### src/logic/hetc_consts.vh
// Constants for the lower hybrid echo tap coefficient block.
// Assumes inclusion by bare name from the design files of this block.
`ifndef HETC_CONSTS_VH
`define HETC_CONSTS_VH

// Register indices; the byte address is four times the index.
`define HETC_IDX_TAP_ONE    6'h2d
`define HETC_IDX_TAP_TWO    6'h2e
`define HETC_IDX_TAP_THREE  6'h2f
`define HETC_IDX_TAP_FOUR   6'h30
`define HETC_IDX_CTRL       6'h38
`define HETC_IDX_STATUS     6'h39
`define HETC_IDX_SAMPLES    6'h3a
`define HETC_IDX_ESTIMATE   6'h3b

// Field positions.
`define HETC_COEFF_MSB      7
`define HETC_CTRL_ENABLE    0
`define HETC_CTRL_CLR_CNT   1
`define HETC_STAT_SAT       0
`define HETC_STAT_BUSY      1

// Reset values.
`define HETC_COEFF_RESET    8'h00
`define HETC_CTRL_RESET     1'h1
`define HETC_DATA_RESET     32'h0000_0000

// Filter shape.
`define HETC_NUM_TAPS       8
`define HETC_LOWER_TAPS     4
`define HETC_PIPE_CYCLES    2

`endif

### src/logic/hetc_delay_line.v
// Delay line of transmit samples feeding the echo taps.
// Assumes a shift strobe from logic on the same clock.
`timescale 1ns/1ns
`default_nettype none

module hetc_delay_line #(
    parameter DATA_W = 16,
    parameter DEPTH  = 8
) (
    // Clock and reset.
    input  wire                      clk_sys_i,
    input  wire                      reset_n_i,
    // Sample input.
    input  wire                      shift_i,
    input  wire [DATA_W-1:0]         sample_i,
    // All stages, newest in the low slice.
    output wire [DEPTH*DATA_W-1:0]   taps_o
);

    reg  [DATA_W-1:0] stage_q [0:DEPTH-1];

    genvar g;
    generate
        for (g = 0; g < DEPTH; g = g + 1) begin : g_stage
            always @(posedge clk_sys_i) begin
                if (!reset_n_i) begin
                    stage_q[g] <= {DATA_W{1'b0}};
                end else if (shift_i) begin
                    if (g == 0) begin
                        stage_q[g] <= sample_i;
                    end else begin
                        stage_q[g] <= stage_q[(g > 0) ? g - 1 : 0];
                    end
                end
            end
            assign taps_o[g*DATA_W +: DATA_W] = stage_q[g];
        end
    endgenerate

endmodule // hetc_delay_line

`default_nettype wire

### src/logic/hetc_tap_mul.v
// One coefficient-weighted tap of the echo estimate.
// Assumes signed two's complement sample and coefficient.
`timescale 1ns/1ns
`default_nettype none

module hetc_tap_mul #(
    parameter DATA_W = 16,
    parameter COEF_W = 8
) (
    // Operands.
    input  wire [DATA_W-1:0]         sample_i,
    input  wire [COEF_W-1:0]         coeff_i,
    // Product.
    output wire [DATA_W+COEF_W-1:0]  prod_o
);

    wire signed [DATA_W+COEF_W-1:0] product;

    assign product = $signed(sample_i) * $signed(coeff_i);

    // A zero coefficient forces the product off so the tap adds nothing.
    assign prod_o = (coeff_i == {COEF_W{1'b0}}) ? {(DATA_W+COEF_W){1'b0}} : product;

endmodule // hetc_tap_mul

`default_nettype wire

### src/logic/hetc_top.v
// Lower hybrid echo tap coefficients with the eight-tap echo canceller.
// Assumes an APB master on clk_sys_i and sample strobes from the same clock.
//
// Design decision made here: the APB slave port.
`timescale 1ns/1ns
`default_nettype none
`include "hetc_consts.vh"

// Operation
// - The tap one coefficient register bits 7:0 weight the first filter tap.
// - The tap two coefficient register bits 7:0 weight the second filter tap.
// - The tap three coefficient register bits 7:0 weight the third filter tap.
// - The tap four coefficient register bits 7:0 weight the fourth filter tap.
// - A coefficient of all zeros makes its tap add nothing to the hybrid response.
// - Software can read and write every coefficient register.
// - Reset clears the coefficient registers to zero so the taps start with no effect.
module hetc_top #(
    parameter ADDR_W    = 8,
    parameter DATA_W    = 16,
    parameter COEF_W    = 8,
    parameter COEF_FRAC = 7
) (
    // Clock and reset.
    input  wire                      clk_sys_i,
    input  wire                      reset_n_i,
    // APB slave.
    input  wire                      psel_i,
    input  wire                      penable_i,
    input  wire                      pwrite_i,
    input  wire [ADDR_W-1:0]         paddr_i,
    input  wire [31:0]               pwdata_i,
    input  wire [3:0]                pstrb_i,
    output reg  [31:0]               prdata_o,
    output reg                       pready_o,
    output reg                       pslverr_o,
    // Sample path.
    input  wire                      sample_valid_i,
    input  wire [DATA_W-1:0]         tx_sample_i,
    input  wire [DATA_W-1:0]         rx_sample_i,
    output reg                       rx_clean_valid_o,
    output reg  [DATA_W-1:0]         rx_clean_o,
    // Upper four coefficients, tap five in the low byte.
    input  wire [4*COEF_W-1:0]       tap_upper_coeff_i,
    // Lower four coefficients.
    output reg  [COEF_W-1:0]         tap_one_coeff_o,
    output reg  [COEF_W-1:0]         tap_two_coeff_o,
    output reg  [COEF_W-1:0]         tap_three_coeff_o,
    output reg  [COEF_W-1:0]         tap_four_coeff_o
);

    localparam NTAP  = `HETC_NUM_TAPS;
    localparam PW    = DATA_W + COEF_W;
    localparam ACC_W = PW + 4;

    localparam [ACC_W-1:0] SAT_MAX = {{(ACC_W-DATA_W+1){1'b0}}, {(DATA_W-1){1'b1}}};
    localparam [ACC_W-1:0] SAT_MIN = {{(ACC_W-DATA_W+1){1'b1}}, {(DATA_W-1){1'b0}}};

    // APB decode.
    wire                 setup_phase;
    wire                 write_commit;
    wire [ADDR_W-3:0]    reg_idx;
    wire                 aligned;
    wire                 lane0;

    // Control and status.
    reg                  hybrid_enable;
    reg                  sat_sticky;
    reg  [31:0]          sample_count;
    reg  [ACC_W-1:0]     estimate_q;
    reg  [31:0]          next_rdata;
    reg                  next_err;

    // Datapath.
    wire [NTAP*DATA_W-1:0] taps;
    wire [NTAP*COEF_W-1:0] coeff_all;
    wire [NTAP*PW-1:0]     prod_all;
    reg  [PW-1:0]          prod_q [0:NTAP-1];
    reg  [DATA_W-1:0]      rx_q;
    reg                    stage1_valid;
    reg  [ACC_W-1:0]       next_sum;
    reg  [ACC_W-1:0]       next_est;
    reg  [ACC_W-1:0]       next_diff;
    reg  [DATA_W-1:0]      next_clean;
    reg                    next_sat;
    integer                i;

    assign setup_phase  = psel_i && !penable_i;
    assign write_commit = psel_i && penable_i && pready_o && pwrite_i && !pslverr_o;
    assign reg_idx      = paddr_i[ADDR_W-1:2];
    assign aligned      = (paddr_i[1:0] == 2'h0);
    assign lane0        = pstrb_i[0];

    // Read mux and error decode, sampled in the setup phase.
    always @* begin
        next_rdata = `HETC_DATA_RESET;
        next_err   = 1'b0;
        case (reg_idx)
            `HETC_IDX_TAP_ONE: begin
                next_rdata[COEF_W-1:0] = tap_one_coeff_o;
            end
            `HETC_IDX_TAP_TWO: begin
                next_rdata[COEF_W-1:0] = tap_two_coeff_o;
            end
            `HETC_IDX_TAP_THREE: begin
                next_rdata[COEF_W-1:0] = tap_three_coeff_o;
            end
            `HETC_IDX_TAP_FOUR: begin
                next_rdata[COEF_W-1:0] = tap_four_coeff_o;
            end
            `HETC_IDX_CTRL: begin
                next_rdata[`HETC_CTRL_ENABLE] = hybrid_enable;
            end
            `HETC_IDX_STATUS: begin
                next_rdata[`HETC_STAT_SAT]  = sat_sticky;
                next_rdata[`HETC_STAT_BUSY] = stage1_valid | rx_clean_valid_o;
            end
            `HETC_IDX_SAMPLES: begin
                next_rdata = sample_count;
            end
            `HETC_IDX_ESTIMATE: begin
                next_rdata = {{(32-ACC_W){estimate_q[ACC_W-1]}}, estimate_q};
            end
            default: begin
                next_err = 1'b1;
            end
        endcase
        if (!aligned) begin
            next_err   = 1'b1;
            next_rdata = `HETC_DATA_RESET;
        end
        if (pwrite_i && !next_err) begin
            next_rdata = `HETC_DATA_RESET;
        end
    end

    // Zero-wait slave: the answer is registered in setup and shown in access.
    always @(posedge clk_sys_i) begin
        if (!reset_n_i) begin
            pready_o  <= 1'b0;
            pslverr_o <= 1'b0;
            prdata_o  <= `HETC_DATA_RESET;
        end else if (setup_phase) begin
            pready_o  <= 1'b1;
            pslverr_o <= next_err;
            prdata_o  <= next_rdata;
        end else begin
            pready_o  <= 1'b0;
            pslverr_o <= 1'b0;
        end
    end

    // Coefficient registers; a write lands only on the edge that ends the access.
    always @(posedge clk_sys_i) begin
        if (!reset_n_i) begin
            tap_one_coeff_o   <= `HETC_COEFF_RESET;
            tap_two_coeff_o   <= `HETC_COEFF_RESET;
            tap_three_coeff_o <= `HETC_COEFF_RESET;
            tap_four_coeff_o  <= `HETC_COEFF_RESET;
        end else if (write_commit && lane0) begin
            case (reg_idx)
                `HETC_IDX_TAP_ONE: begin
                    tap_one_coeff_o <= pwdata_i[COEF_W-1:0];
                end
                `HETC_IDX_TAP_TWO: begin
                    tap_two_coeff_o <= pwdata_i[COEF_W-1:0];
                end
                `HETC_IDX_TAP_THREE: begin
                    tap_three_coeff_o <= pwdata_i[COEF_W-1:0];
                end
                `HETC_IDX_TAP_FOUR: begin
                    tap_four_coeff_o <= pwdata_i[COEF_W-1:0];
                end
                default: begin
                end
            endcase
        end
    end

    // Control register and sample counter.
    always @(posedge clk_sys_i) begin
        if (!reset_n_i) begin
            hybrid_enable <= `HETC_CTRL_RESET;
            sample_count  <= `HETC_DATA_RESET;
        end else begin
            if (write_commit && lane0 && reg_idx == `HETC_IDX_CTRL) begin
                hybrid_enable <= pwdata_i[`HETC_CTRL_ENABLE];
            end
            if (write_commit && lane0 && reg_idx == `HETC_IDX_CTRL && pwdata_i[`HETC_CTRL_CLR_CNT]) begin
                sample_count <= `HETC_DATA_RESET;
            end else if (sample_valid_i) begin
                sample_count <= sample_count + 32'h0000_0001;
            end
        end
    end

    // Saturation flag clears on a write of one; a new event in that cycle wins.
    always @(posedge clk_sys_i) begin
        if (!reset_n_i) begin
            sat_sticky <= 1'b0;
        end else if (rx_clean_valid_o == 1'b0 && stage1_valid && next_sat) begin
            sat_sticky <= 1'b1;
        end else if (stage1_valid && next_sat) begin
            sat_sticky <= 1'b1;
        end else if (write_commit && lane0 && reg_idx == `HETC_IDX_STATUS && pwdata_i[`HETC_STAT_SAT]) begin
            sat_sticky <= 1'b0;
        end
    end

    // Transmit history, newest sample first.
    hetc_delay_line #(
        .DATA_W (DATA_W),
        .DEPTH  (NTAP)
    ) u_delay (
        .clk_sys_i (clk_sys_i),
        .reset_n_i (reset_n_i),
        .shift_i   (sample_valid_i),
        .sample_i  (tx_sample_i),
        .taps_o    (taps)
    );

    // Tap order: one to four from the registers, five to eight from outside.
    assign coeff_all = {tap_upper_coeff_i,
                        tap_four_coeff_o,
                        tap_three_coeff_o,
                        tap_two_coeff_o,
                        tap_one_coeff_o};

    genvar g;
    generate
        for (g = 0; g < NTAP; g = g + 1) begin : g_tap
            hetc_tap_mul #(
                .DATA_W (DATA_W),
                .COEF_W (COEF_W)
            ) u_mul (
                .sample_i (taps[g*DATA_W +: DATA_W]),
                .coeff_i  (coeff_all[g*COEF_W +: COEF_W]),
                .prod_o   (prod_all[g*PW +: PW])
            );

            // Products are captured one cycle after the delay line shifts.
            always @(posedge clk_sys_i) begin
                if (!reset_n_i) begin
                    prod_q[g] <= {PW{1'b0}};
                end else begin
                    prod_q[g] <= prod_all[g*PW +: PW];
                end
            end
        end
    endgenerate

    // Stage one marks the cycle in which the fresh products are in prod_q.
    reg shift_d;

    always @(posedge clk_sys_i) begin
        if (!reset_n_i) begin
            shift_d      <= 1'b0;
            stage1_valid <= 1'b0;
            rx_q         <= {DATA_W{1'b0}};
        end else begin
            shift_d      <= sample_valid_i;
            stage1_valid <= shift_d;
            if (sample_valid_i) begin
                rx_q <= rx_sample_i;
            end
        end
    end

    // Echo estimate and its removal, saturated to the sample range.
    always @* begin
        next_sum = {ACC_W{1'b0}};
        for (i = 0; i < NTAP; i = i + 1) begin
            next_sum = next_sum + {{(ACC_W-PW){prod_q[i][PW-1]}}, prod_q[i]};
        end
        next_est = $signed(next_sum) >>> COEF_FRAC;
        if (!hybrid_enable) begin
            next_est = {ACC_W{1'b0}};
        end
        next_diff  = {{(ACC_W-DATA_W){rx_q[DATA_W-1]}}, rx_q} - next_est;
        next_sat   = 1'b0;
        next_clean = next_diff[DATA_W-1:0];
        if ($signed(next_diff) > $signed(SAT_MAX)) begin
            next_clean = SAT_MAX[DATA_W-1:0];
            next_sat   = 1'b1;
        end else if ($signed(next_diff) < $signed(SAT_MIN)) begin
            next_clean = SAT_MIN[DATA_W-1:0];
            next_sat   = 1'b1;
        end
    end

    // Registered cleaned receive sample.
    always @(posedge clk_sys_i) begin
        if (!reset_n_i) begin
            rx_clean_valid_o <= 1'b0;
            rx_clean_o       <= {DATA_W{1'b0}};
            estimate_q       <= {ACC_W{1'b0}};
        end else begin
            rx_clean_valid_o <= stage1_valid;
            if (stage1_valid) begin
                rx_clean_o <= next_clean;
                estimate_q <= next_est;
            end
        end
    end

endmodule // hetc_top

`default_nettype wire
### config.mk
export PLATFORM = sky130hd
export DESIGN_NAME = hetc_top
export DESIGN_NICKNAME = d
export VERILOG_FILES = /design/src/logic/hetc_delay_line.v /design/src/logic/hetc_tap_mul.v /design/src/logic/hetc_top.v
export VERILOG_INCLUDE_DIRS = /design/src /design/src/logic
export SDC_FILE = /design/constraint.sdc
export NUM_CORES = 2
export LEC_CHECK = 0
export ABC_CLOCK_PERIOD_IN_PS = 10900
export BUFFER_PORTS_ARGS = -buffer_cell sky130_fd_sc_hd__buf_2
export CORE_MARGIN = 3
export CORE_UTILIZATION = 45
export DETAILED_ROUTE_END_ITERATION = 16
export PLACE_DENSITY = 0.72
export SYNTH_ARGS = -nofsm -noshare
export SYNTH_HDL_FRONTEND = slang
export SYNTH_SLANG_ARGS = --single-unit
### constraint.sdc
create_clock -name clk_sys_i -period 10.9 [get_ports clk_sys_i]
set_input_delay 0.545 -clock clk_sys_i [delete_from_list [all_inputs] [get_ports clk_sys_i]]
set_output_delay 0.545 -clock clk_sys_i [all_outputs]
set_load 0.01 [all_outputs]
# Yosys cells after proc, flatten, opt, wreduce, memory -nomap -nowiden
# Memories as Yosys holds them, arrays and structs flattened.
# Index checks and enable logic that the tools add are counted.
# classes
n_eq_ne	8
mul	8
bitwise_logic	19
n_addsub	9
n_reduce_logical	34
muxes	46
shift	0
n_div	0
n_lt_le_gt_ge	2
# ops
op	count
$mux W24	16
$mul A16 B8 Y24	8
$mux W16	10
$add A28 B28 Y28	3
$logic_not A8 Y1	8
$mux W32	2
$eq A6 B6 Y1 const B	8
$pmux W24 S2	1
$pmux W6 S6	1
$add A32 B1 Y32 const B	1
$add A27 B24 Y28	1
$gt A28 B16 Y1 const B	1
$lt A28 B16 Y1 const B	1
$mux W28	1
$sub A28 B28 Y28	1
$add A26 B24 Y27	1
$add A25 B24 Y26	1
$add A24 B24 Y25	1
$or A1 B1 Y1	17
$logic_and A1 B1 Y1	14
$mux W1	13
$reduce_and A2 Y1	5
$pmux W1 S8	1
$reduce_or A8 Y1	1
other kinds (6)	9
# word_totals
mem_bits_rw	320
latchBits	0
regBits	163
mem_bits_ro	0
memories	2
# memory_table
name	words	width	rd	rd_clocked_by_memory_dff	write_ports	line_no	source
prod_q	8	24	8	0	8	hetc_top.v:77	reg [PW-1:0] prod_q [0:NTAP-1];
u_delay.stage_q	8	16	8	0	8	hetc_delay_line.v:20	reg [DATA_W-1:0] stage_q [0:DEPTH-1];

# Longest topological paths before layout
# An unclocked memory read counts as a cell.
# depth
ltp_word	16
mapped_depth	32
mapped_depth_nobuf	30

# Hierarchy
# Synthesis repeated with hierarchy kept, for this count alone.
# unflattened
cells_unflattened	6537
area_unflattened_um2	60409.2
# modules_own_cells
mod	cells_each	n_inst	area_per_inst_um2
hetc_top	1825	1	17847.1
hetc_tap_mul at g_tap[1].u_mul ...	555	2	4703.3
hetc_tap_mul at g_tap[4].u_mul ...	542	2	4654.5
hetc_tap_mul at g_tap[3].u_mul	593	1	4911.0
hetc_delay_line	285	1	4862.2
hetc_tap_mul at g_tap[0].u_mul	556	1	4727.0
hetc_tap_mul at g_tap[7].u_mul	542	1	4697.0
hetc_tap_mul at g_tap[6].u_mul	542	1	4649.5

# Worst setup path after synthesis
# No wires, ideal clock.
# synth_timing
path_type	flip-flop to flip-flop
start	memory prod_q[1][76] in the netlist's numbering
end	register rx_clean_o[10]
path_slack_ns	3.701
n_path_buf	2
arrival_ns	7.133
synth_period_minus_slack_ns	7.199
path_stages_with_launch	30
setup_time_ns	0.066
cell_sequence	dfxtp_1 -> inv_1 -> fa_1 -> inv_1 -> fa_1 -> fa_1 -> fa_1 -> ha_1 -> a2111oi_0 -> o21a_1 -> nor3_1 -> o31ai_1 -> a21o_1 -> o21ai_0 -> a21o_1 -> a21o_1 -> a21oi_1 -> mux2_2 -> ha_1 -> nand4_1 -> or3_4 -> and3_4 -> or4_4 -> nand3_2 -> nor4_1 -> or3_1 -> and2_1 -> buf_6 -> buf_6 -> a21oi_2
# synth_rtl
element	line_no	source
start: declaration	hetc_top.v:77	
end signal: assignment	hetc_top.v:294	rx_clean_o <= {DATA_W{1'b0}};
end signal: assignment	hetc_top.v:299	rx_clean_o <= next_clean;
end: declaration	hetc_top.v:41	output reg [DATA_W-1:0] rx_clean_o,

==> flow_metrics.env <==
export IMPL_die_area_um2=131500
export IMPL_dr_total_vias=41470
export IMPL_drv_slew=0
export IMPL_grt_setup_unrepaired="no"
export IMPL_yosys_warnings=0
export IMPL_p_clk_frac=0.146
export IMPL_status="completed"
export IMPL_post_route_drc_count=0
export IMPL_cts_setup_buffers=0
export IMPL_synth_simple_area_share=0.1825
export IMPL_synth_compound_area_frac=0.06118
export IMPL_ctsHoldBuffers=0
export IMPL_drtAntennaViolNets=0
export IMPL_avgSynthCellArea_um2=9.385
export IMPL_synth_most_common_cell="inv_1"
export IMPL_power_net_switching_mw=6.158
export IMPL_viasPerCell=5.276
export IMPL_timing_final_crit_share=0.7483
export IMPL_start_kind="flop"
export IMPL_clock_path_buffers=3
export IMPL_antenna_found_initial=8
export IMPL_crit_path_end_kind="flop"
export IMPL_syn_area_um2=57220
export IMPL_peakVddDrop_mv=0.3411
export IMPL_seq_area_frac_synth=0.1889
export IMPL_syn_num_nets=7592
export IMPL_drt_pass1_iterations=6
export IMPL_fin_crit_ps=8157
export IMPL_worstPathMaxFanout=16
export IMPL_grt_usage=0.2320
export IMPL_timing_fmax_mhz=122.6
export IMPL_power_frac_seq=0.177
export IMPL_required_ps=11400
export IMPL_cts_max_level=2
export IMPL_async_flop_share=0
export IMPL_synth_area_leaders="fa_1 (34%), dfxtp_1 (12%), ha_1 (9.0%)"
export IMPL_synth_xor_area_frac=0.03138
export IMPL_maxSlewHeadroom=0.2165
export IMPL_setup_viol=0
export IMPL_io_buffers=169
export IMPL_nets=7658
export IMPL_pre_cts_slack_ps=2841
export IMPL_powerDensity_nw_per_um2=205.5
export IMPL_cap_violations=0
export IMPL_synth_seq_cells=476
export IMPL_overflow=0
export IMPL_p_int_mw=6.469
export IMPL_num_rows=130
export IMPL_drtIter0Drc=2928
export IMPL_hold_viol_final=0
export IMPL_post_cts_resize_count=0
export IMPL_clk_pin_slew_ps=60
export IMPL_grt_pass1_vias=43548
export IMPL_p_comb_frac=0.677
export IMPL_worst_slew_pin_slew_ps=1175
export IMPL_cts_sinks=476
export IMPL_totalWireLength_um=149600
export IMPL_wl_per_cell_um=19.04
export IMPL_synth_edf_count=128
export IMPL_yosys_top_cells_count="inv_1 (1,267), fa_1 (971), and2_1 (627)"
export IMPL_cts_root_buf="clkbuf_16"
export IMPL_yosys_cell_types_count=77
export IMPL_fin_ws_ps=2743
export IMPL_synth_ff_type="dfxtp_1"
export IMPL_fp_dieH_um=362.6
export IMPL_grt_max_degree=148
export IMPL_synthCells=6097
export IMPL_die_w_um=362.6
export IMPL_fin_total_pwr_mw=12.63
export IMPL_numCtsBuffers=51
export IMPL_hpwl_um=119500
export IMPL_worstPathArrival_ps=8660
export IMPL_fp_coreArea_um2=125900
export IMPL_io_pins=197
export IMPL_synthMuxAreaShare=0.01047
export IMPL_grt_pass1_wl_um=241000
export IMPL_p_leak_nw=28.62
export IMPL_initial_core_util=0.4545
export IMPL_yosys_area_top_type_share=0.3397
export IMPL_area_growth_pct=7.378
export IMPL_place_gp_congestion=0.9212
export IMPL_layout_drive_gt1_share=0.05382
export IMPL_hp_class="input port to flop"
export IMPL_switching_share=0.4877
export IMPL_fin_skew_ps=30.07
export IMPL_synth_area_leader_cell="fa_1"
export IMPL_tns_ps=0
export IMPL_crit_type="flop to flop"
export IMPL_clk_latency_ps=630
export IMPL_synth_fa_ha_area_frac=0.4294
export IMPL_cts_tree="done"
export IMPL_synth_top_family_by_area="adder cells"
[metrics by stage]
step / instance area, um^2 / hold slack [ps] / instances / util
2_1_floorplan: 57220 / 411.9 / 6097 / -
3_3_place_gp: 59680 / 418.7 / 7760 / 0.4740
3_5_place_dp: 59680 / 422.8 / 7760 / 0.4740
4_1_cts: 61430 / 139.6 / 7856 / 0.4880
5_1_grt: 61430 / 150.4 / 7856 / 0.4880
6_report: 61440 / 162.7 / 7860 / 0.4880
[power groups by stage]
stage	Clock [mW]	Sequential (mW)	Combinational (mW)
after global placement	0	2.26	8.26
after global routing	1.94	2.25	9.47
after detailed placement	0	2.26	8.37
final	1.84	2.23	8.55
after CTS	1.87	2.23	8.48
after floorplan	0	2.16	6.30
[path summary, 6_finish.rpt]
kind	slack, ps	to	cells past startpoint	from
min reg2reg	440	stage1_valid	1	shift_d
min	160	rx_q[10]	3	rx_sample_i[10]
max reg2reg	2740	sat_sticky	25	prod_q[1][76]
max	2740	sat_sticky	25	prod_q[1][76]
[area by class of cell]
type	count	area (um^2)
Clock buffer	66	1398
Clock inverter	30	356.6
Fill cell	11582	64450
Timing Repair Buffer	204	1126
Sequential cell	476	10810
Multi-Input combinational cell	4161	40910
Antenna cell	4	10.01
Inverter	1269	4765
Tap cell	1650	2064
[per-layer routing]
metal  wire length [um]  vias to the layer above  global-route usage  part of all wire
met5                 27                        -                   0           0.00018
met4               4485                        4             0.06384             0.030
met3               9498                      246             0.03000             0.063
met2              71270                     1282              0.3868              0.48
met1              64360                    21019              0.3187              0.43
li1                   -                    18919                   -                 -
[critical path, cell delays in order, from the launching register on]
cell and delay, ps:
dfxtp_1 310, inv_1 50, fa_1 530, inv_1 80
fa_1 560, fa_1 430, fa_1 470, ha_1 310
nand3b_1 80, o21a_1 190, nor3_1 330, o31ai_1 180
a2111oi_0 790, or3_1 250, xor2_1 330, nand2_1 100
ha_1 420, and2_1 220, nand4_1 100, or3_4 360
and3_4 190, or4_4 480, and3_1 210, o32ai_4 570
nand2_1 250, a32o_1 260
[flip-flops by register name, summed over array words and instances (netlist names), 8 cells and up]
signal,count
sample_count,32
tap_two_coeff_o,8
prod_q,192
prdata_o,32
rx_q,16
tap_four_coeff_o,8
rx_clean_o,16
u_delay.stage_q,128
estimate_q,21
tap_one_coeff_o,8
tap_three_coeff_o,8
[cells by family (layout without fill, tap and decap cells)]
| kind of cell | after synthesis | after routing |
|---|---|---|
| AO/OA/AOI/OAI | 536 | 536 |
| XOR/XNOR | 205 | 205 |
| adder cells (fa/ha/maj) | 1381 | 1381 |
| buffers and inverters | 1460 | 1569 |
| flip-flops | 476 | 476 |
| multiplexers | 58 | 58 |
| other | 0 | 4 |
| AND/OR/NAND/NOR | 1981 | 1981 |
[placed cells by master (no fill, tap or decap), types with 26 or more instances in the layout]
master / Yosys / layout
nor2_1: 278 / 278
nor3_1: 72 / 72
nand2_1: 461 / 461
dfxtp_1: 348 / 348
nand3_1: 60 / 60
ha_1: 410 / 410
a22oi_1: 26 / 26
and2_1: 627 / 627
buf_4: 0 / 36
nand2b_1: 157 / 156
nor2b_1: 27 / 27
inv_1: 1267 / 1267
nor4_1: 31 / 31
xor2_1: 95 / 95
o21a_1: 26 / 26
fa_1: 971 / 971
and3_1: 190 / 190
edfxtp_1: 128 / 128
mux2i_1: 43 / 43
a21o_1: 53 / 53
a21oi_1: 166 / 166
clkbuf_16: 0 / 53
o21ai_0: 97 / 97
buf_2: 2 / 167
xnor2_1: 110 / 110
Power figures use the tool's default switching activity.
